==> src/cdir_pkg.sv <==
// Package of constants and types for the carrier diagnostic register block.
package cdir_pkg;

  // ==========================================================================
  // Register offsets inside the 4 KB short I/O block
  // ==========================================================================
  localparam logic [11:0] OFS_LAMP_CONTROL = 12'h400;
  localparam logic [11:0] OFS_LIVE_STATUS = 12'h402;
  localparam logic [11:0] OFS_EDGE_POLARITY = 12'h404;
  localparam logic [11:0] OFS_IRQ_ENABLE_MASK = 12'h406;
  localparam logic [11:0] OFS_PENDING_CLEAR = 12'h408;
  localparam logic [11:0] OFS_PENDING_LATCHES = 12'h40A;
  localparam logic [11:0] OFS_IRQ_VECTOR = 12'h40C;
  localparam logic [3:0] DIAG_PAGE = 4'h4;
  localparam logic [11:0] OFS_ID_BASE = 12'h480;
  localparam logic [11:0] OFS_ID_SIG_CHAR0 = 12'h481;
  localparam logic [11:0] OFS_ID_SIG_CHAR1 = 12'h483;
  localparam logic [11:0] OFS_ID_SIG_CHAR2 = 12'h485;
  localparam logic [11:0] OFS_ID_SIG_CHAR3 = 12'h487;
  localparam logic [11:0] OFS_ID_MAKER_CODE = 12'h489;
  localparam logic [11:0] OFS_ID_MODEL_CODE = 12'h48B;
  localparam logic [11:0] OFS_ID_REVISION_CODE = 12'h48D;
  localparam logic [11:0] OFS_ID_RESERVED = 12'h48F;
  localparam logic [11:0] OFS_ID_DRIVER_LOW = 12'h491;
  localparam logic [11:0] OFS_ID_DRIVER_HIGH = 12'h493;
  localparam logic [11:0] OFS_ID_USED_BYTES = 12'h495;
  localparam logic [11:0] OFS_ID_CHECKSUM = 12'h497;

  // ==========================================================================
  // Fixed values, reset values and field layouts
  // ==========================================================================
  localparam logic [7:0] ID_SIG_CHAR0 = 8'h49;
  localparam logic [7:0] ID_SIG_CHAR1 = 8'h50;
  localparam logic [7:0] ID_SIG_CHAR2 = 8'h41;
  localparam logic [7:0] ID_SIG_CHAR3 = 8'h43;
  localparam logic [7:0] ID_RESERVED = 8'h00;
  localparam logic [7:0] ID_DRIVER_HIGH = 8'h00;
  localparam logic [7:0] ID_USED_BYTES = 8'h0C;
  localparam logic [3:0] LAMP_RESET = 4'h0;
  localparam logic [3:0] UNUSED_HIGH_NIBBLE = 4'hF;
  localparam logic [5:0] UNUSED_HIGH_SIX = 6'h3F;
  localparam logic [7:0] EDGE_POLARITY_VALUE = 8'hFE;
  localparam logic [7:0] READ_ALL_ONES = 8'hFF;
  localparam logic [7:0] READ_NOTHING = 8'h00;
  localparam logic [1:0] ENABLE_RESET = 2'b00;
  localparam logic [7:0] VECTOR_UNINIT = 8'h0F;
  localparam logic [5:0] VECTOR_HIGH_RESET = 6'h00;
  localparam logic [1:0] SRC_RESERVED = 2'b00;
  localparam logic [1:0] SRC_POWER_FAIL = 2'b01;
  localparam logic [1:0] SRC_FLASH_READY = 2'b10;
  localparam int SRC_POWER_BIT = 0;
  localparam int SRC_FLASH_BIT = 1;

  // ==========================================================================
  // Interrupt map strap codes and bus address modifiers
  // ==========================================================================
  localparam logic [2:0] MAP_LEGACY = 3'h0;
  localparam logic [2:0] MAP_DISABLED = 3'h7;
  localparam logic [5:0] AM_SHORT_SUPER = 6'h2D;
  localparam logic [5:0] AM_SHORT_USER = 6'h29;

  // Bus-side inputs, sampled as synchronous to the system clock.
  typedef struct packed {
    logic as_n;
    logic ds1_n;
    logic ds0_n;
    logic write_n;
    logic iack_n;
    logic iackin_n;
    logic [5:0] am;
    logic [15:1] addr;
    logic [15:0] data;
  } cdir_bus_in_t;

endpackage

==> src/cdir_carrier_diag.sv <==
// Carrier diagnostic module: lamps, live status, edge interrupts, vector, ID.
// Functional notes
// - Lamp bit one green, zero red.
// - Lamp bits reset zero, upper nibble reads ones.
// - Status bit0 power good, bit1 flash ready.
// - Power lamp green when good, else off.
// - Status bits readable in every mapping mode.
// - Diagnostic interrupts only in single-level modes.
// - Polarity register fixed, reads 0xFE.
// - Latch power fall and flash rise edges.
// - Enable bits reset zero, independent per source.
// - Request when pending and enabled both set.
// - Clear writes one to clear, zero ignored.
// - Pending latches untouched by reset.
// - Vector high six host bits, low source.
// - Both pending and enabled gives power code, both shown.
// - Unwritten vector reads fixed uninitialised value.
// - Legacy map slots to levels one to seven.
// - Read-only ID bytes at odd addresses.
// - Single level shared, straps pick or disable.
// - Window base from straps on A15..A12.
`timescale 1ns/10ps
`default_nettype none

module cdir_carrier_diag #(
  parameter logic [7:0] ID_MAKER_CODE = 8'h11,    // Arbitrary value.
  parameter logic [7:0] ID_MODEL_CODE = 8'h22,    // Arbitrary value.
  parameter logic [7:0] ID_REVISION_CODE = 8'h33, // Arbitrary value.
  parameter logic [7:0] ID_DRIVER_LOW = 8'h00,    // Arbitrary value.
  parameter logic [7:0] ID_CHECKSUM = 8'h44,      // Arbitrary value.
  parameter int LAMP_PAIRS = 4,
  parameter int SLOT_IRQS = 8
) (
  input wire logic I_SYS_CLK,
  input wire logic I_RST,
  input wire cdir_pkg::cdir_bus_in_t I_BUS,
  input wire logic [3:0] I_IO_BASE_STRAPS,
  input wire logic [2:0] I_IRQ_MAP_STRAPS,
  input wire logic I_POWER_OK,
  input wire logic I_FLASH_READY_BUSY,
  input wire logic [SLOT_IRQS-1:0] I_SLOT_IRQ_N,
  output logic [15:0] O_DATA,
  output logic O_DATA_OE,
  output logic O_DTACK_N,
  output logic O_DTACK_OE,
  output logic O_IACKOUT_N,
  output logic [7:1] O_IRQ_N,
  output logic [7:1] O_IRQ_OE,
  output logic [LAMP_PAIRS-1:0] O_LAMP_GREEN,
  output logic [LAMP_PAIRS-1:0] O_LAMP_RED,
  output logic O_POWER_STATUS_LAMP
);

  // ==========================================================================
  // Cycle state machine
  // ==========================================================================
  typedef enum logic [2:0] {
    ST_IDLE = 3'b001,
    ST_ACK = 3'b010,
    ST_PASS = 3'b100
  } cdir_state_t;

  cdir_state_t state;
  cdir_state_t next_state;
  logic [3:0] lamp_control;
  logic [1:0] irq_enable_mask;
  logic [1:0] pending_latches;
  logic [5:0] vector_high;
  logic vector_written;
  logic power_prev;
  logic flash_prev;
  logic power_lamp;
  logic read_cycle;
  logic [7:0] read_data;
  logic [7:0] vector_value;
  logic [1:0] source_code;
  logic [1:0] edge_set;
  logic [1:0] clear_hit;
  logic [11:0] byte_ofs;
  logic strobe_low;
  logic any_strobe;
  logic short_am;
  logic reg_hit;
  logic start;
  logic reg_access;
  logic iack_cycle;
  logic own_iack;
  logic wr_stb;
  logic lamp_wr;
  logic enable_wr;
  logic clear_wr;
  logic vector_wr;
  logic single_mode;
  logic diag_irq;
  logic [7:1] irq_req;
  logic [7:1] next_irq_oe;

  // Decodes one byte offset of the ID area; odd offsets only.
  function automatic logic [7:0] id_byte(input logic [11:0] ofs);
    case (ofs)
      cdir_pkg::OFS_ID_SIG_CHAR0: id_byte = cdir_pkg::ID_SIG_CHAR0;
      cdir_pkg::OFS_ID_SIG_CHAR1: id_byte = cdir_pkg::ID_SIG_CHAR1;
      cdir_pkg::OFS_ID_SIG_CHAR2: id_byte = cdir_pkg::ID_SIG_CHAR2;
      cdir_pkg::OFS_ID_SIG_CHAR3: id_byte = cdir_pkg::ID_SIG_CHAR3;
      cdir_pkg::OFS_ID_MAKER_CODE: id_byte = ID_MAKER_CODE;
      cdir_pkg::OFS_ID_MODEL_CODE: id_byte = ID_MODEL_CODE;
      cdir_pkg::OFS_ID_REVISION_CODE: id_byte = ID_REVISION_CODE;
      cdir_pkg::OFS_ID_RESERVED: id_byte = cdir_pkg::ID_RESERVED;
      cdir_pkg::OFS_ID_DRIVER_LOW: id_byte = ID_DRIVER_LOW;
      cdir_pkg::OFS_ID_DRIVER_HIGH: id_byte = cdir_pkg::ID_DRIVER_HIGH;
      cdir_pkg::OFS_ID_USED_BYTES: id_byte = cdir_pkg::ID_USED_BYTES;
      cdir_pkg::OFS_ID_CHECKSUM: id_byte = ID_CHECKSUM;
      default: id_byte = cdir_pkg::READ_NOTHING;
    endcase
  endfunction

  // Registers sit one above their even offset, on the low byte lane.
  function automatic logic odd_hit(input logic [11:0] ofs,
      input logic [11:0] reg_ofs);
    odd_hit = (ofs == {reg_ofs[11:1], 1'b1});
  endfunction

  // ==========================================================================
  // Address decode
  // ==========================================================================
  // Only the low byte lane carries register data, so every register and
  // ID byte sits at an odd byte address with DS0 active.
  assign byte_ofs = {I_BUS.addr[11:1], 1'b1};
  assign strobe_low = ~I_BUS.ds0_n;
  assign any_strobe = ~I_BUS.ds0_n | ~I_BUS.ds1_n;
  assign short_am = (I_BUS.am == cdir_pkg::AM_SHORT_SUPER) ||
                    (I_BUS.am == cdir_pkg::AM_SHORT_USER);
  assign reg_hit = (I_BUS.addr[15:12] == I_IO_BASE_STRAPS) &&
                   (I_BUS.addr[11:8] == cdir_pkg::DIAG_PAGE);
  assign start = (state == ST_IDLE) && !I_BUS.as_n && any_strobe;
  assign reg_access = start && I_BUS.iack_n && short_am && reg_hit;
  assign iack_cycle = start && !I_BUS.iack_n && !I_BUS.iackin_n;
  // Only the diagnostic request is answered here; slot vectors belong to
  // the slots themselves, so their acknowledge is passed down the chain.
  assign own_iack = iack_cycle && diag_irq &&
                    (I_BUS.addr[3:1] == I_IRQ_MAP_STRAPS);
  assign wr_stb = reg_access && !I_BUS.write_n && strobe_low;

  // ==========================================================================
  // Register write decode
  // ==========================================================================
  assign lamp_wr = wr_stb && odd_hit(byte_ofs, cdir_pkg::OFS_LAMP_CONTROL);
  assign enable_wr = wr_stb &&
                     odd_hit(byte_ofs, cdir_pkg::OFS_IRQ_ENABLE_MASK);
  assign clear_wr = wr_stb && odd_hit(byte_ofs, cdir_pkg::OFS_PENDING_CLEAR);
  assign vector_wr = wr_stb && odd_hit(byte_ofs, cdir_pkg::OFS_IRQ_VECTOR);

  // ==========================================================================
  // Interrupt sources and mapping
  // ==========================================================================
  assign single_mode = (I_IRQ_MAP_STRAPS != cdir_pkg::MAP_LEGACY) &&
                       (I_IRQ_MAP_STRAPS != cdir_pkg::MAP_DISABLED);
  // Diagnostic requests are held back entirely in legacy and disabled
  // modes, since the legacy map has no level reserved for them.
  assign diag_irq = single_mode &&
                    |(pending_latches & irq_enable_mask);

  // Falling edge of power good, rising edge of flash ready.
  assign edge_set[cdir_pkg::SRC_POWER_BIT] = power_prev && !I_POWER_OK;
  assign edge_set[cdir_pkg::SRC_FLASH_BIT] = !flash_prev &&
                                             I_FLASH_READY_BUSY;

  assign clear_hit = clear_wr ? I_BUS.data[1:0] : 2'b00;

  // Power source wins whenever both are pending and enabled.
  always_comb begin
    if (pending_latches[cdir_pkg::SRC_POWER_BIT] &&
        irq_enable_mask[cdir_pkg::SRC_POWER_BIT]) begin
      source_code = cdir_pkg::SRC_POWER_FAIL;
    end else if (pending_latches[cdir_pkg::SRC_FLASH_BIT] &&
                 irq_enable_mask[cdir_pkg::SRC_FLASH_BIT]) begin
      source_code = cdir_pkg::SRC_FLASH_READY;
    end else begin
      source_code = cdir_pkg::SRC_RESERVED;
    end
  end

  // The fixed value wins over the source code until software has written
  // a vector at least once; only a reset brings it back.
  assign vector_value = vector_written ? {vector_high, source_code} :
                        cdir_pkg::VECTOR_UNINIT;

  // In single-level mode every slot request and the diagnostic request
  // share the strapped level; in legacy mode slot lines 0 to 6 each have their own and slot line 7 has none.
  genvar lvl;
  generate
    for (lvl = 1; lvl <= 7; lvl++) begin : g_level
      always_comb begin
        if (I_IRQ_MAP_STRAPS == cdir_pkg::MAP_LEGACY) begin
          irq_req[lvl] = !I_SLOT_IRQ_N[lvl-1];
        end else if (single_mode && I_IRQ_MAP_STRAPS == 3'(lvl)) begin
          irq_req[lvl] = diag_irq || !(&I_SLOT_IRQ_N);
        end else begin
          irq_req[lvl] = 1'b0;
        end
      end
    end
  endgenerate

  assign next_irq_oe = irq_req;

  // Levels are registered so that a decode glitch never reaches the
  // backplane as a runt request. The price is one cycle of latency.

  always_ff @(posedge I_SYS_CLK or posedge I_RST) begin
    if (I_RST) begin
      O_IRQ_OE <= '0;
    end else begin
      O_IRQ_OE <= next_irq_oe;
    end
  end

  // ==========================================================================
  // Read multiplexer
  // ==========================================================================
  always_comb begin
    case (byte_ofs)
      cdir_pkg::OFS_LAMP_CONTROL + 12'h001: begin
        read_data = {cdir_pkg::UNUSED_HIGH_NIBBLE, lamp_control};
      end
      cdir_pkg::OFS_LIVE_STATUS + 12'h001: begin
        read_data = {cdir_pkg::UNUSED_HIGH_SIX, I_FLASH_READY_BUSY,
                     I_POWER_OK};
      end
      cdir_pkg::OFS_EDGE_POLARITY + 12'h001: begin
        read_data = cdir_pkg::EDGE_POLARITY_VALUE;
      end
      cdir_pkg::OFS_IRQ_ENABLE_MASK + 12'h001: begin
        read_data = {cdir_pkg::UNUSED_HIGH_SIX, irq_enable_mask};
      end
      cdir_pkg::OFS_PENDING_CLEAR + 12'h001: begin
        read_data = cdir_pkg::READ_ALL_ONES;
      end
      cdir_pkg::OFS_PENDING_LATCHES + 12'h001: begin
        read_data = {cdir_pkg::UNUSED_HIGH_SIX, pending_latches};
      end
      cdir_pkg::OFS_IRQ_VECTOR + 12'h001: begin
        read_data = vector_value;
      end
      default: begin
        read_data = id_byte(byte_ofs);
      end
    endcase
  end

  // ==========================================================================
  // Bus cycle sequencing
  // ==========================================================================
  always_comb begin
    next_state = state;
    case (state)
      ST_IDLE: begin
        if (reg_access || own_iack) begin
          next_state = ST_ACK;
        end else if (iack_cycle) begin
          next_state = ST_PASS;
        end
      end
      // The acknowledge stands until both data strobes are released, so
      // a slow master never sees it vanish under a strobe it still holds.
      ST_ACK: begin
        if (I_BUS.ds0_n && I_BUS.ds1_n) begin
          next_state = ST_IDLE;
        end
      end
      // A cycle for another level keeps the chain passed on until the
      // address strobe ends it.
      ST_PASS: begin
        if (I_BUS.as_n) begin
          next_state = ST_IDLE;
        end
      end
      default: begin
        next_state = ST_IDLE;
      end
    endcase
  end

  always_ff @(posedge I_SYS_CLK or posedge I_RST) begin
    if (I_RST) begin
      state <= ST_IDLE;
    end else begin
      state <= next_state;
    end
  end

  // Read data is frozen at the start of the cycle so it stays stable
  // for the whole time DTACK is held.
  always_ff @(posedge I_SYS_CLK or posedge I_RST) begin
    if (I_RST) begin
      O_DATA <= 16'h0000;
      read_cycle <= 1'b0;
    end else if (own_iack) begin
      O_DATA <= {8'h00, vector_value};
      read_cycle <= 1'b1;
    end else if (reg_access) begin
      O_DATA <= {8'h00, strobe_low ? read_data : cdir_pkg::READ_NOTHING};
      read_cycle <= I_BUS.write_n;
    end
  end

  // Only the low lane carries data; a word read therefore sees zero in the
  // upper byte.
  assign O_DATA_OE = (state == ST_ACK) && read_cycle;
  assign O_DTACK_N = 1'b0;
  assign O_DTACK_OE = (state == ST_ACK);
  assign O_IACKOUT_N = !(state == ST_PASS);
  assign O_IRQ_N = '0;

  // ==========================================================================
  // Software-written registers
  // ==========================================================================
  always_ff @(posedge I_SYS_CLK or posedge I_RST) begin
    if (I_RST) begin
      lamp_control <= cdir_pkg::LAMP_RESET;
    end else if (lamp_wr) begin
      lamp_control <= I_BUS.data[3:0];
    end
  end

  always_ff @(posedge I_SYS_CLK or posedge I_RST) begin
    if (I_RST) begin
      irq_enable_mask <= cdir_pkg::ENABLE_RESET;
    end else if (enable_wr) begin
      irq_enable_mask <= I_BUS.data[1:0];
    end
  end

  always_ff @(posedge I_SYS_CLK or posedge I_RST) begin
    if (I_RST) begin
      vector_high <= cdir_pkg::VECTOR_HIGH_RESET;
      vector_written <= 1'b0;
    end else if (vector_wr) begin
      vector_high <= I_BUS.data[7:2];
      vector_written <= 1'b1;
    end
  end

  // ==========================================================================
  // Edge latches and lamps
  // ==========================================================================
  always_ff @(posedge I_SYS_CLK or posedge I_RST) begin
    if (I_RST) begin
      power_prev <= 1'b1;
      flash_prev <= 1'b1;
      power_lamp <= 1'b0;
    end else begin
      power_prev <= I_POWER_OK;
      flash_prev <= I_FLASH_READY_BUSY;
      power_lamp <= I_POWER_OK;
    end
  end

  // Deliberately outside reset: contents after power-up are unknown, so
  // software must clear them before enabling. A new edge in the same
  // cycle as a clear keeps the latch set.
  always_ff @(posedge I_SYS_CLK) begin
    pending_latches <= (pending_latches & ~clear_hit) |
                       edge_set;
  end

  assign O_LAMP_GREEN = lamp_control;
  assign O_LAMP_RED = ~lamp_control;
  assign O_POWER_STATUS_LAMP = power_lamp;

endmodule

`default_nettype wire

==> config.mk <==
export PLATFORM = sky130hd
export DESIGN_NAME = cdir_carrier_diag
export DESIGN_NICKNAME = d
export VERILOG_FILES = /design/src/cdir_pkg.sv /design/src/cdir_carrier_diag.sv
export SDC_FILE = /design/constraint.sdc
export NUM_CORES = 1
export LEC_CHECK = 0
export BUFFER_PORTS_ARGS = -buffer_cell sky130_fd_sc_hd__buf_2
export CAP_MARGIN = 15
export CORE_ASPECT_RATIO = 1.5
export CORE_UTILIZATION = 40
export CTS_BUF_LIST = sky130_fd_sc_hd__clkbuf_8 sky130_fd_sc_hd__clkbuf_16
export CTS_CLUSTER_DIAMETER = 150
export DETAILED_ROUTE_END_ITERATION = 10
export PLACE_DENSITY = 0.69
export SYNTH_ARGS = -nofsm -noshare
export SYNTH_HDL_FRONTEND = slang
export SYNTH_SLANG_ARGS = --single-unit
==> constraint.sdc <==
create_clock -name I_SYS_CLK -period 7.1 [get_ports I_SYS_CLK]
set_clock_uncertainty 0.2 [all_clocks]
set_input_delay 2.13 -clock I_SYS_CLK [delete_from_list [all_inputs] [get_ports I_SYS_CLK]]
set_output_delay 2.13 -clock I_SYS_CLK [all_outputs]
set_load 0.02 [all_outputs]
# Yosys cells after proc, flatten, opt, wreduce, memory -nomap -nowiden
# Index checks and enable logic that the tools add are counted.
# classes
reduce_logical	55
eq_ne	35
bitwise	8
n_mux	30
# op_table
cell	n
$eq 11x10->1 const B	16
$pmux 7 s9	1
$pmux 8 s7	1
$mux 16	2
$logic_and 1x1->1	31
$mux 1	16
$mux 8	2
$eq 3x3->1 const B	5
$logic_not 1->1	15
$eq 6x6->1 const B	2
$mux 3	4
$eq 3x2->1 const B	3
$pmux 3 s3	1
$reduce_and 8->1	1
$eq 3x1->1 const B	2
$mux 2	3
$and 2x2->2	2
$eq 4x3->1 const B	1
$eq 4x4->1	1
$not 4->4	1
$eq 3x3->1	1
$logic_not 3->1	1
$logic_or 1x1->1	3
$ne 3x2->1 const B	1
other kinds (11)	12
# totals
regBits	45
in_bits	62

# Longest topological paths before layout
# Gate-level depths: netlist of run 1.
# depth
ltp_word	13
ltp_mapped	7
mapped_depth_nobuf	5

# Worst setup path before layout of run 1
# Ideal clock, no wire load.
# synth_path
path_type	input -> register
start	in I_BUS[24] in the netlist's numbering
end	reg vector_high[0]
t_required_ps	6775
setup_ps	125
path_slack_ps	2935
path_buffers	1
cell_stages	6
arrival_ps	3839
cell_sequence	or3b_4 nor4_4 nand4_2 or3_1 buf_6 mux2_4
# synth_via
elab_chain_cells	6
elab_cells_between_ends	7
# synth_lines
item	line_no	rtl
start, declared	cdir_carrier_diag.sv:36	input wire cdir_pkg::cdir_bus_in_t I_BUS,
$eq 4x3->1	cdir_carrier_diag.sv:134	(I_BUS.addr[11:8] == cdir_pkg::DIAG_PAGE);
$logic_and 1x1->1	cdir_carrier_diag.sv:133	assign reg_hit = (I_BUS.addr[15:12] == I_IO_BASE_STRAPS) &&
$logic_and 1x1->1	cdir_carrier_diag.sv:136	assign reg_access = start && I_BUS.iack_n && short_am && reg_hit;
$logic_and 1x1->1 (2 in series)	cdir_carrier_diag.sv:142	assign wr_stb = reg_access && !I_BUS.write_n && strobe_low;
$logic_and 1x1->1 *	cdir_carrier_diag.sv:151	assign vector_wr = wr_stb && odd_hit(byte_ofs, cdir_pkg::OFS_IRQ_VECTOR);
end signal, assigned	cdir_carrier_diag.sv:336	vector_high <= cdir_pkg::VECTOR_HIGH_RESET;
end signal, assigned	cdir_carrier_diag.sv:339	vector_high <= I_BUS.data[7:2];
end, declared	cdir_carrier_diag.sv:68	logic [5:0] vector_high;
# Every way passes the cells marked *; elsewhere a longest branch is shown, timed or not.
# A chain may end at the register's enable or synchronous reset.

# Worst setup path in the final report of run 1
# layout_path
start	in I_BUS[19] in the netlist's numbering
end	reg vector_high[4]
# layout_via
elab_chain_cells	2
# layout_lines
item	line_no	rtl
$eq 11x10->1	cdir_carrier_diag.sv:120	odd_hit = (ofs == {reg_ofs[11:1], 1'b1});
$logic_and 1x1->1	cdir_carrier_diag.sv:151	
# Every way passes these cells.

==> flow_summary.ini, run 1 <==
[synth]
synth.area.mux_share_pct = 9.16
synth_ff_type = dfrtp_1
synth_edf_count = 0
synth-async-reset-ratio_pct = 94.6
yosysMostFrequentCell = dfrtp_1
synth.distinct_cells = 56
yosysSeqAreaShare_pct = 38.7
syn-cell-area_um2 = 2380
synthAdderAreaFrac_pct = 0
yosys.area_share.xor_xnor_pct = 2.95
yosys-top-cells-count = 32 x dfrtp_1, 16 x buf_4, 14 x nor3_1
ys_ff_latch = 37
avgSynthCellArea_um2 = 9.29
synth_simple_gate_area_share_pct = 25.2
synth_top_area_share_pct = 33.7
synth_top_family_by_area = simple AND/OR/NAND/NOR gates
yosys_warnings = 0
postSynthCellCount = 256
synthTopCellsByArea = dfrtp_1 34%, buf_4 5.1%, mux2_4 3.8%, dfstp_2 3.3%, nor3_1 2.9%
synth_compound_area_share_pct = 14.1
yosys.area.top_type = dfrtp_1

[detailed_routing]
final_antenna_net_count = 0
routed_via_density = 5.39
vias = 2157
drcViolationCount = 0
wl_per_cell_um = 14.2
drt-pass1-iter-count = 4
wirelength_mm = 5.68
drt_iter0_drc = 77

[global_routing]
grt_pass1_vias = 1997
grt_pass1_wl_mm = 9.28
track_usage_pct = 19.6
overflow = 0
antenna_found_initial = 0
grt_start_max_net_pins = 36

[place]
dp.cells = 392
io_buffers = 79
dp_hpwl_mm = 4.44
gp_congestion = 0.847
place_ws_ns = 2.57

[cts]
path_clk_slew_ns = 0.07
holdBufCountCts = 0
cts_tree = yes
cts_buffer_depth = 2
post_cts_buffers = 0
worst_skew_pair.late_latency_ns = 0.29
post_cts_resize_count = 0
cts_num_sinks = 37
clock_tree.root_cell = clkbuf_8
cts_buffers = 5
htree_levels = 2

[min_path]
min_to = pending_latches[0]
hold_path_depth = 2
hp-start = power_prev
min_path_type = register to register

[final_layout]
fin_nets = 389
area.growth.synth_to_final_pct = 18.9
antennaDiodeCount = 0
fillers = 581
utilization_pct = 48.9
finalNonFillerCells = 400
drive_above_1_share_pct = 33.8

[timing]
fmax_mhz = 237
setup_viol = 0
worst_pin_slew_ns = 0.570
hold_violations = 0
fin_crit_sh_pct = 59.5
rsz0062_at_grt = no
finalWorstSetupSlack_ns = 2.88
period_needed_ns = 4.22
slew-limit-headroom_pct = 61.0
drv_slew = 0
fin_tns_setup_ns = 0

[run_status]
status = finished, final reports clean

[floorplan]
die_w_um = 64.9
rows = 34
die_height_um = 96.4
initial_utilization_pct = 41.1
ioPinCount = 105
die_area_um2 = 6260
core_area_um2 = 5790

[critical_path]
startpoint = I_BUS[19]
start_kind = primary input
crit_type = primary input to register
r2r_setup_slack_ns = 4.29
arrival_ns = 4.21
end_kind = register
r2r_start = state[0]
cp.required_ns = 7.08
reg2reg_to = vector_high[4]
worst_r2r_path_depth = 5
critPathMaxFanout = 7

[power_and_ir_drop]
intPower_uw = 315
p_per_area_nw_per_um2 = 158
clock_power_share_pct = 32.6
switching_share_pct = 29.3
leakage_uw = 0.00136
p_comb_share_pct = 18.0
switchingPower_uw = 131
seq_power_share_pct = 49.4
ir_worst_vdd_mv = 0.118

[job]
maxCapViolations = 0
==> area by class of cell <==
cell class              count  area [um2]  area share, %
multi-input cells         190        1280           45.3
clock buffers               5        68.8           2.43
inverters                  13        48.8           1.73
flip-flops and latches     37         920           32.5
repair buffers             80         403           14.2
well taps                  72        90.1           3.19
clock inverters             3        17.5          0.619
==> power by group through the flow <==
stage | Sequential (uW) | Combinational [uW] | Clock [uW]
after CTS | 220 | 80.9 | 149
after floorplan | 227 | 54.9 | 0
after detailed placement | 224 | 80.5 | 0
after global routing | 221 | 89.5 | 158
after global placement | 224 | 78.7 | 0
final | 220 | 80.3 | 145
==> cells by family (layout without fill, tap and decap cells) <==
logic type,Yosys count,in the layout
simple gates,97,97
compound gates,51,51
buf+inv,44,101
flops,37,37
mux,18,18
xor+xnor,8,8
other cells,1,16
==> worst max-delay path: stages <==
cell and delay (ns):
buf_2 0.14, or4b_4 0.59, nor3_4 0.17, nand4_2 0.21
or3_1 0.60, mux2_4 0.36
==> per-stage QoR <==
step	power, uW	hold WS, ns	cell area (um2)
after floorplan	282	0.274	2430
after global placement	302	0.281	2740
after detailed placement	305	0.290	2740
after CTS	450	0.304	2830
after global routing	469	0.350	2830
final	446	0.300	2830
==> how the worst max path moves through the flow <==
stage                     depth (start not counted)  slack, ns              to
after CTS                                         6       2.87  vector_high[5]
after detailed placement                          6       2.57  vector_high[5]
after global placement                            6       2.56  vector_high[3]
final                                             6       2.88  vector_high[4]
after global routing                              6       2.78  vector_high[1]
after floorplan                                   6       2.94  vector_high[0]
==> state kept, by name (all words and copies together), names as in the netlist <==
register,flops
state,3
read_cycle,1
power_prev,1
O_IRQ_OE,7
irq_enable_mask,2
vector_high,6
flash_prev,1
O_POWER_STATUS_LAMP,1
O_DATA,8
O_LAMP_GREEN,4
pending_latches,2
vector_written,1
==> cells in the final DEF, fill, tap and decap left out, drive strengths merged, types with 5 or more instances in the layout <==
cell type	count
or3	7
xor2	5
o211ai	6
buf	80
nand4	6
nor3	15
nor2	13
nand2	13
dfrtp	32
nand3	9
inv	13
conb	16
mux2i	6
mux2	12
clkbuf	5
a31oi	5
nor4	6
a21oi	9
o21ai	12
==> metal layers <==
| metal | GRT usage (%) | vias to the layer above | routed length (um) |
|---|---|---|---|
| met5 | 0 | - | 0 |
| met4 | 6.67 | 0 | 57 |
| met3 | 3.40 | 5 | 313 |
| met2 | 36.2 | 82 | 3030 |
| met1 | 22.4 | 1029 | 2280 |
| li1 | - | 1041 | - |
(Power assumes the default switching activity.)
==> run 2: changes to the inputs <==
--- a/config.mk
+++ b/config.mk
@@ -12,7 +12,7 @@
 export CTS_BUF_LIST = sky130_fd_sc_hd__clkbuf_8 sky130_fd_sc_hd__clkbuf_16
 export CTS_CLUSTER_DIAMETER = 150
 export DETAILED_ROUTE_END_ITERATION = 10
-export PLACE_DENSITY = 0.69
+export PLACE_DENSITY = 0.72
 export SYNTH_ARGS = -nofsm -noshare
 export SYNTH_HDL_FRONTEND = slang
 export SYNTH_SLANG_ARGS = --single-unit
==> constraint.sdc (replaced) <==
create_clock -name I_SYS_CLK -period 3.6 [get_ports I_SYS_CLK]
set_clock_uncertainty 0.2 [all_clocks]
set_input_delay 1.08 -clock I_SYS_CLK [delete_from_list [all_inputs] [get_ports I_SYS_CLK]]
set_output_delay 1.08 -clock I_SYS_CLK [all_outputs]
set_load 0.02 [all_outputs]
==> flow_summary.ini, run 2 (synthesized netlist as in run 1, its figures left out) <==
[critical_path]
start_kind = primary input
r2r_setup_slack_ns = 0.77
crit_type = primary input to register
path_buf_inv = 1
crit_chain = buf_2, or3b_4, nor4_4, nand4_2, or3_1, mux2_4
arrival_ns = 3.16
cp.required_ns = 3.57
worst_r2r_path_depth = 5
end_kind = register
critPathTopFamily = simple AND/OR/NAND/NOR gates
cp_slowest_stage_delay_ns = 0.61
slowest_stage = or3_1
critPathMaxFanout = 7
cp.depth = 6

[cts]
worst_skew_pair.late_latency_ns = 0.29
cts_tree = yes
post_cts_resize_count = 0
holdBufCountCts = 0
cts_buffer_depth = 2
post_cts_buffers = 0
htree_levels = 2
cts_num_sinks = 37
clock_tree.root_cell = clkbuf_8
cts_buffers = 5
path_clk_slew_ns = 0.08

[place]
dp_hpwl_mm = 4.41
gp_congestion = 0.848
dp.cells = 393
io_buffers = 79

[final_layout]
largest_registers = O_DATA: 8 flops, O_IRQ_OE: 7 flops, vector_high: 6 flops
final_cell_mix = 79 x buf_2, 32 x dfrtp_1, 16 x conb_1, 14 x nor3_1
antennaDiodeCount = 0
final_common_cell = buf_2
drive_above_1_share_pct = 34.0
finalNonFillerCells = 401
top_register = O_DATA
fin_nets = 390
area.growth.synth_to_final_pct = 19.3
largest_reg_flops = 8

[timing]
period_needed_ns = 3.19
fin_crit_sh_pct = 88.5
hold_violations = 0
setup_viol = 0
drv_slew = 0
fmax_mhz = 314
whs_ns = 0.295
fin_tns_setup_ns = 0
slew-limit-headroom_pct = 64.7
worst_pin_slew_ns = 0.516
rsz0062_at_grt = no

[detailed_routing]
drcViolationCount = 0
wirelength_mm = 5.56
vias = 2114
wl_per_cell_um = 13.9
drt_iter0_drc = 77
final_antenna_net_count = 0
routed_via_density = 5.27
drt-pass1-iter-count = 4

[floorplan]
core_area_um2 = 5790
die_height_um = 96.4
initial_utilization_pct = 41.1
die_w_um = 64.9
rows = 34
die_area_um2 = 6260
ioPinCount = 105

[power_and_ir_drop]
p_comb_share_pct = 18.1
clock_power_share_pct = 32.3
switching_share_pct = 28.9
p_total_uw = 874
seq_power_share_pct = 49.6
p_per_area_nw_per_um2 = 308
ir_worst_vdd_mv = 0.242
switchingPower_uw = 252
intPower_uw = 621
leakage_uw = 0.00136

[min_path]
hold_path_depth = 2
min_path_type = register to register

[global_routing]
overflow = 0
grt_pass1_vias = 1946
grt_pass1_wl_mm = 9.01
grt_start_max_net_pins = 36
antenna_found_initial = 0
track_usage_pct = 18.9

[run_status]
status = finished, final reports clean

[job]
maxCapViolations = 0
## run 2: changes by cell type in the layout (fill, tap and decap cells not counted)
cell	delta
buf_4	+1
## run 2: final cells by class
cell class	count	area [um2]
fill	568	2950
multi-input combinational	190	1280
sequential	37	920
timing repair buffer	81	410
tap	72	90.1
clock buffer	5	68.8
inverter	13	48.8
clock inverter	3	17.5
## run 2: worst reg2reg max path: stages, from the launching register on
cell and delay (ns):
dfstp_2 0.54, or3b_1 0.39, nor3b_1 0.36, nand4_2 0.25, or3_1 0.61, mux2_4 0.37
## run 2: per-layer routing
metal	routed length, um	vias up	GRT usage [%]
li1	-	1035	-
met1	2200	983	21.4
met2	2880	86	34.6
met3	362	10	3.64
met4	114	0	7.22
met5	0	-	0
## run 2: path summary, 6_finish.rpt
check	from	to
setup / recovery	I_BUS[24]	vector_high[0]
hold / removal	power_prev	pending_latches[0]
setup reg to reg	state[0]	vector_high[0]
hold reg to reg	power_prev	pending_latches[0]
max in group asynchronous	I_RST	power_prev
min in group asynchronous	I_RST	O_IRQ_OE[3]
## run 2: per-stage QoR
step	area, um2	worst slack [ns]	util, %
3_5_place_dp	2750	0.107	47.5
4_1_cts	2840	0.403	49.0
3_3_place_gp	2750	0.164	47.5
6_report	2840	0.412	49.0
2_1_floorplan	2430	0.485	-
5_1_grt	2840	0.312	49.0
## run 2: power by group through the flow
stage                     clock (uW)  sequential (uW)  combinational (uW)
after floorplan                    0              448                 108
after global placement             0              441                 156
after detailed placement           0              442                 158
after CTS                        291              434                 159
after global routing             306              434                 178
final                            282              434                 158
==> run 3: changes to the inputs <==
--- a/config.mk
+++ b/config.mk
@@ -5,6 +5,7 @@
 export SDC_FILE = /design/constraint.sdc
 export NUM_CORES = 1
 export LEC_CHECK = 0
+export ABC_AREA = 1
 export BUFFER_PORTS_ARGS = -buffer_cell sky130_fd_sc_hd__buf_2
 export CAP_MARGIN = 15
 export CORE_ASPECT_RATIO = 1.5
@@ -12,7 +13,8 @@
 export CTS_BUF_LIST = sky130_fd_sc_hd__clkbuf_8 sky130_fd_sc_hd__clkbuf_16
 export CTS_CLUSTER_DIAMETER = 150
 export DETAILED_ROUTE_END_ITERATION = 10
-export PLACE_DENSITY = 0.72
+export GPL_ROUTABILITY_DRIVEN = 0
+export PLACE_DENSITY = 0.7
 export SYNTH_ARGS = -nofsm -noshare
 export SYNTH_HDL_FRONTEND = slang
 export SYNTH_SLANG_ARGS = --single-unit
==> flow_summary.ini, run 3 <==
[cts]
post_cts_buffers = 0
htree_levels = 2
cts_num_sinks = 37
post_cts_resize_count = 0
cts_tree = yes
holdBufCountCts = 0
cts_buffers = 5
worst_skew_pair.late_latency_ns = 0.30
cts_buffer_depth = 2
clock_tree.root_cell = clkbuf_8
path_clk_slew_ns = 0.07

[critical_path]
critPathMaxFanout = 4
cp.required_ns = 2.32
arrival_ns = 1.32
end_kind = output pin
start_kind = register
r2r_start = state[0]
startpoint = state[2]
crit_type = register to output pin

[synth]
yosys.area_share.xor_xnor_pct = 1.29
synthAdderAreaFrac_pct = 0
synth_compound_area_share_pct = 6.15
synth.distinct_cells = 35
synth-async-reset-ratio_pct = 94.6
avgSynthCellArea_um2 = 6.87
ys_ff_latch = 37
yosysMostFrequentCell = nand2_1
synth_top_family_by_area = simple AND/OR/NAND/NOR gates
yosys.area.top_type = dfrtp_1
syn-cell-area_um2 = 2710
postSynthCellCount = 394
yosys-top-cells-count = 114 x nand2_1, 54 x inv_1, 50 x nand3_1
yosysSeqAreaShare_pct = 34.0
synthTopCellsByArea = dfrtp_1 30%, nand2_1 16%, nand3_1 9.2%, inv_1 7.5%, nor2_1 5.4%
synth_simple_gate_area_share_pct = 45.0
synth.area.mux_share_pct = 0
synth_edf_count = 0
yosys_warnings = 0
synth_top_area_share_pct = 29.6
synth_ff_type = dfrtp_1

[floorplan]
die_w_um = 69.2
ioPinCount = 105
initial_utilization_pct = 41.5
die_area_um2 = 7110
core_area_um2 = 6530
rows = 36
die_height_um = 103

[timing]
period_needed_ns = 2.60
setup_viol = 0
whs_ns = 0.275
drv_slew = 0
rsz0062_at_grt = no
hold_violations = 0
fin_tns_setup_ns = 0
fin_crit_sh_pct = 72.3
fmax_mhz = 384

[detailed_routing]
drcViolationCount = 0
routed_via_density = 4.78
drt-pass1-iter-count = 4
vias = 2652
wirelength_mm = 6.31
drt_iter0_drc = 97
final_antenna_net_count = 0
wl_per_cell_um = 11.4

[global_routing]
grt_start_max_net_pins = 36
grt_pass1_vias = 2546
antenna_found_initial = 0
track_usage_pct = 19.2
overflow = 0
grt_pass1_wl_mm = 11.0

[run_status]
status = finished, final reports clean

[place]
placed_area_um2 = 3130
dp_hpwl_mm = 5.20
dp.cells = 547
io_buffers = 79

[final_layout]
fin_nets = 540
antennaDiodeCount = 0
final_cell_mix = 114 x nand2_1, 79 x buf_2, 55 x inv_1, 50 x nand3_1, 39 x nor2_1
final_common_cell = nand2_1
finalNonFillerCells = 555
fin_area_um2 = 3210
largest_registers = O_DATA: 8 flops, O_IRQ_OE: 7 flops, vector_high: 6 flops
drive_above_1_share_pct = 26.7
largest_reg_flops = 8
area.growth.synth_to_final_pct = 18.7
top_register = O_DATA

[power_and_ir_drop]
p_per_area_nw_per_um2 = 284
leakage_uw = 0.00197
ir_worst_vdd_mv = 0.139

[job]
maxCapViolations = 0

[min_path]
min_path_type = register to register
hp-start = pending_latches[0]
run 3: cell count changes in the layout (fill, tap and decap cells not counted), moves of 8 or more:
cell     delta
inv_1      +42
nand3_1    +41
inv_2       +8
nor2_1     +26
nor3_1     -12
nand2_1   +101
a21oi_1     -8
run 3: kinds of logic after synthesis:
logic type      Yosys count
compound gates           26
buf+inv                  80
simple gates            246
other cells               1
xor+xnor                  4
flops                    37
run 3: critical path, stage by stage (launching register included):
cell	delay [ns]
dfrtp_1	0.40
nor3_1	0.31
and2_1	0.17
buf_2	0.15
run 3: where the power goes:
group | switching (uW) | leakage [uW] | internal [uW]
clock | 151 | 0.0000491 | 131
sequential | 9.55 | 0.000450 | 437
combinational | 120 | 0.00147 | 61.4
total | 281 | 0.00197 | 630
run 3: final cells by class:
class                      instances  area [um2]
tap                               76        95.1
clock inverter                     3        13.8
clock buffer                       5        68.8
timing repair buffer              80         403
sequential                        37         920
multi-input combinational        292        1480
fill                             673        3320
inverter                          62         233
run 3: metal layers:
layer / vias up / wire, um / global-route usage (%)
met2: 68 / 3430 / 37.3
met1: 1182 / 2410 / 19.6
met4: 0 / 248 / 11.0
li1: 1382 / - / -
met5: - / 0 / 0
met3: 20 / 223 / 2.74
run 3: stage by stage:
stage | utilization, % | setup slack (ns) | total power (uW)
after global routing | 49.2 | 0.856 | 970
after detailed placement | 47.9 | 0.818 | 638
after global placement | 47.9 | 0.848 | 633
final | 49.2 | 0.997 | 911
after CTS | 49.2 | 0.985 | 923
after floorplan | - | 1.01 | 584
run 3: worst paths after layout:
kind / end / slack (ns) / cells after the start
hold / removal: pending_latches[0] / 0.28 / 2
max in group asynchronous: state[0] / 2.18 / 3
min in group asynchronous: O_POWER_STATUS_LAMP / 0.67 / 3
setup reg to reg: O_DATA[1] / 1.67 / 9
setup / recovery: O_DATA_OE / 1.0 / 3
hold reg to reg: pending_latches[0] / 0.28 / 2
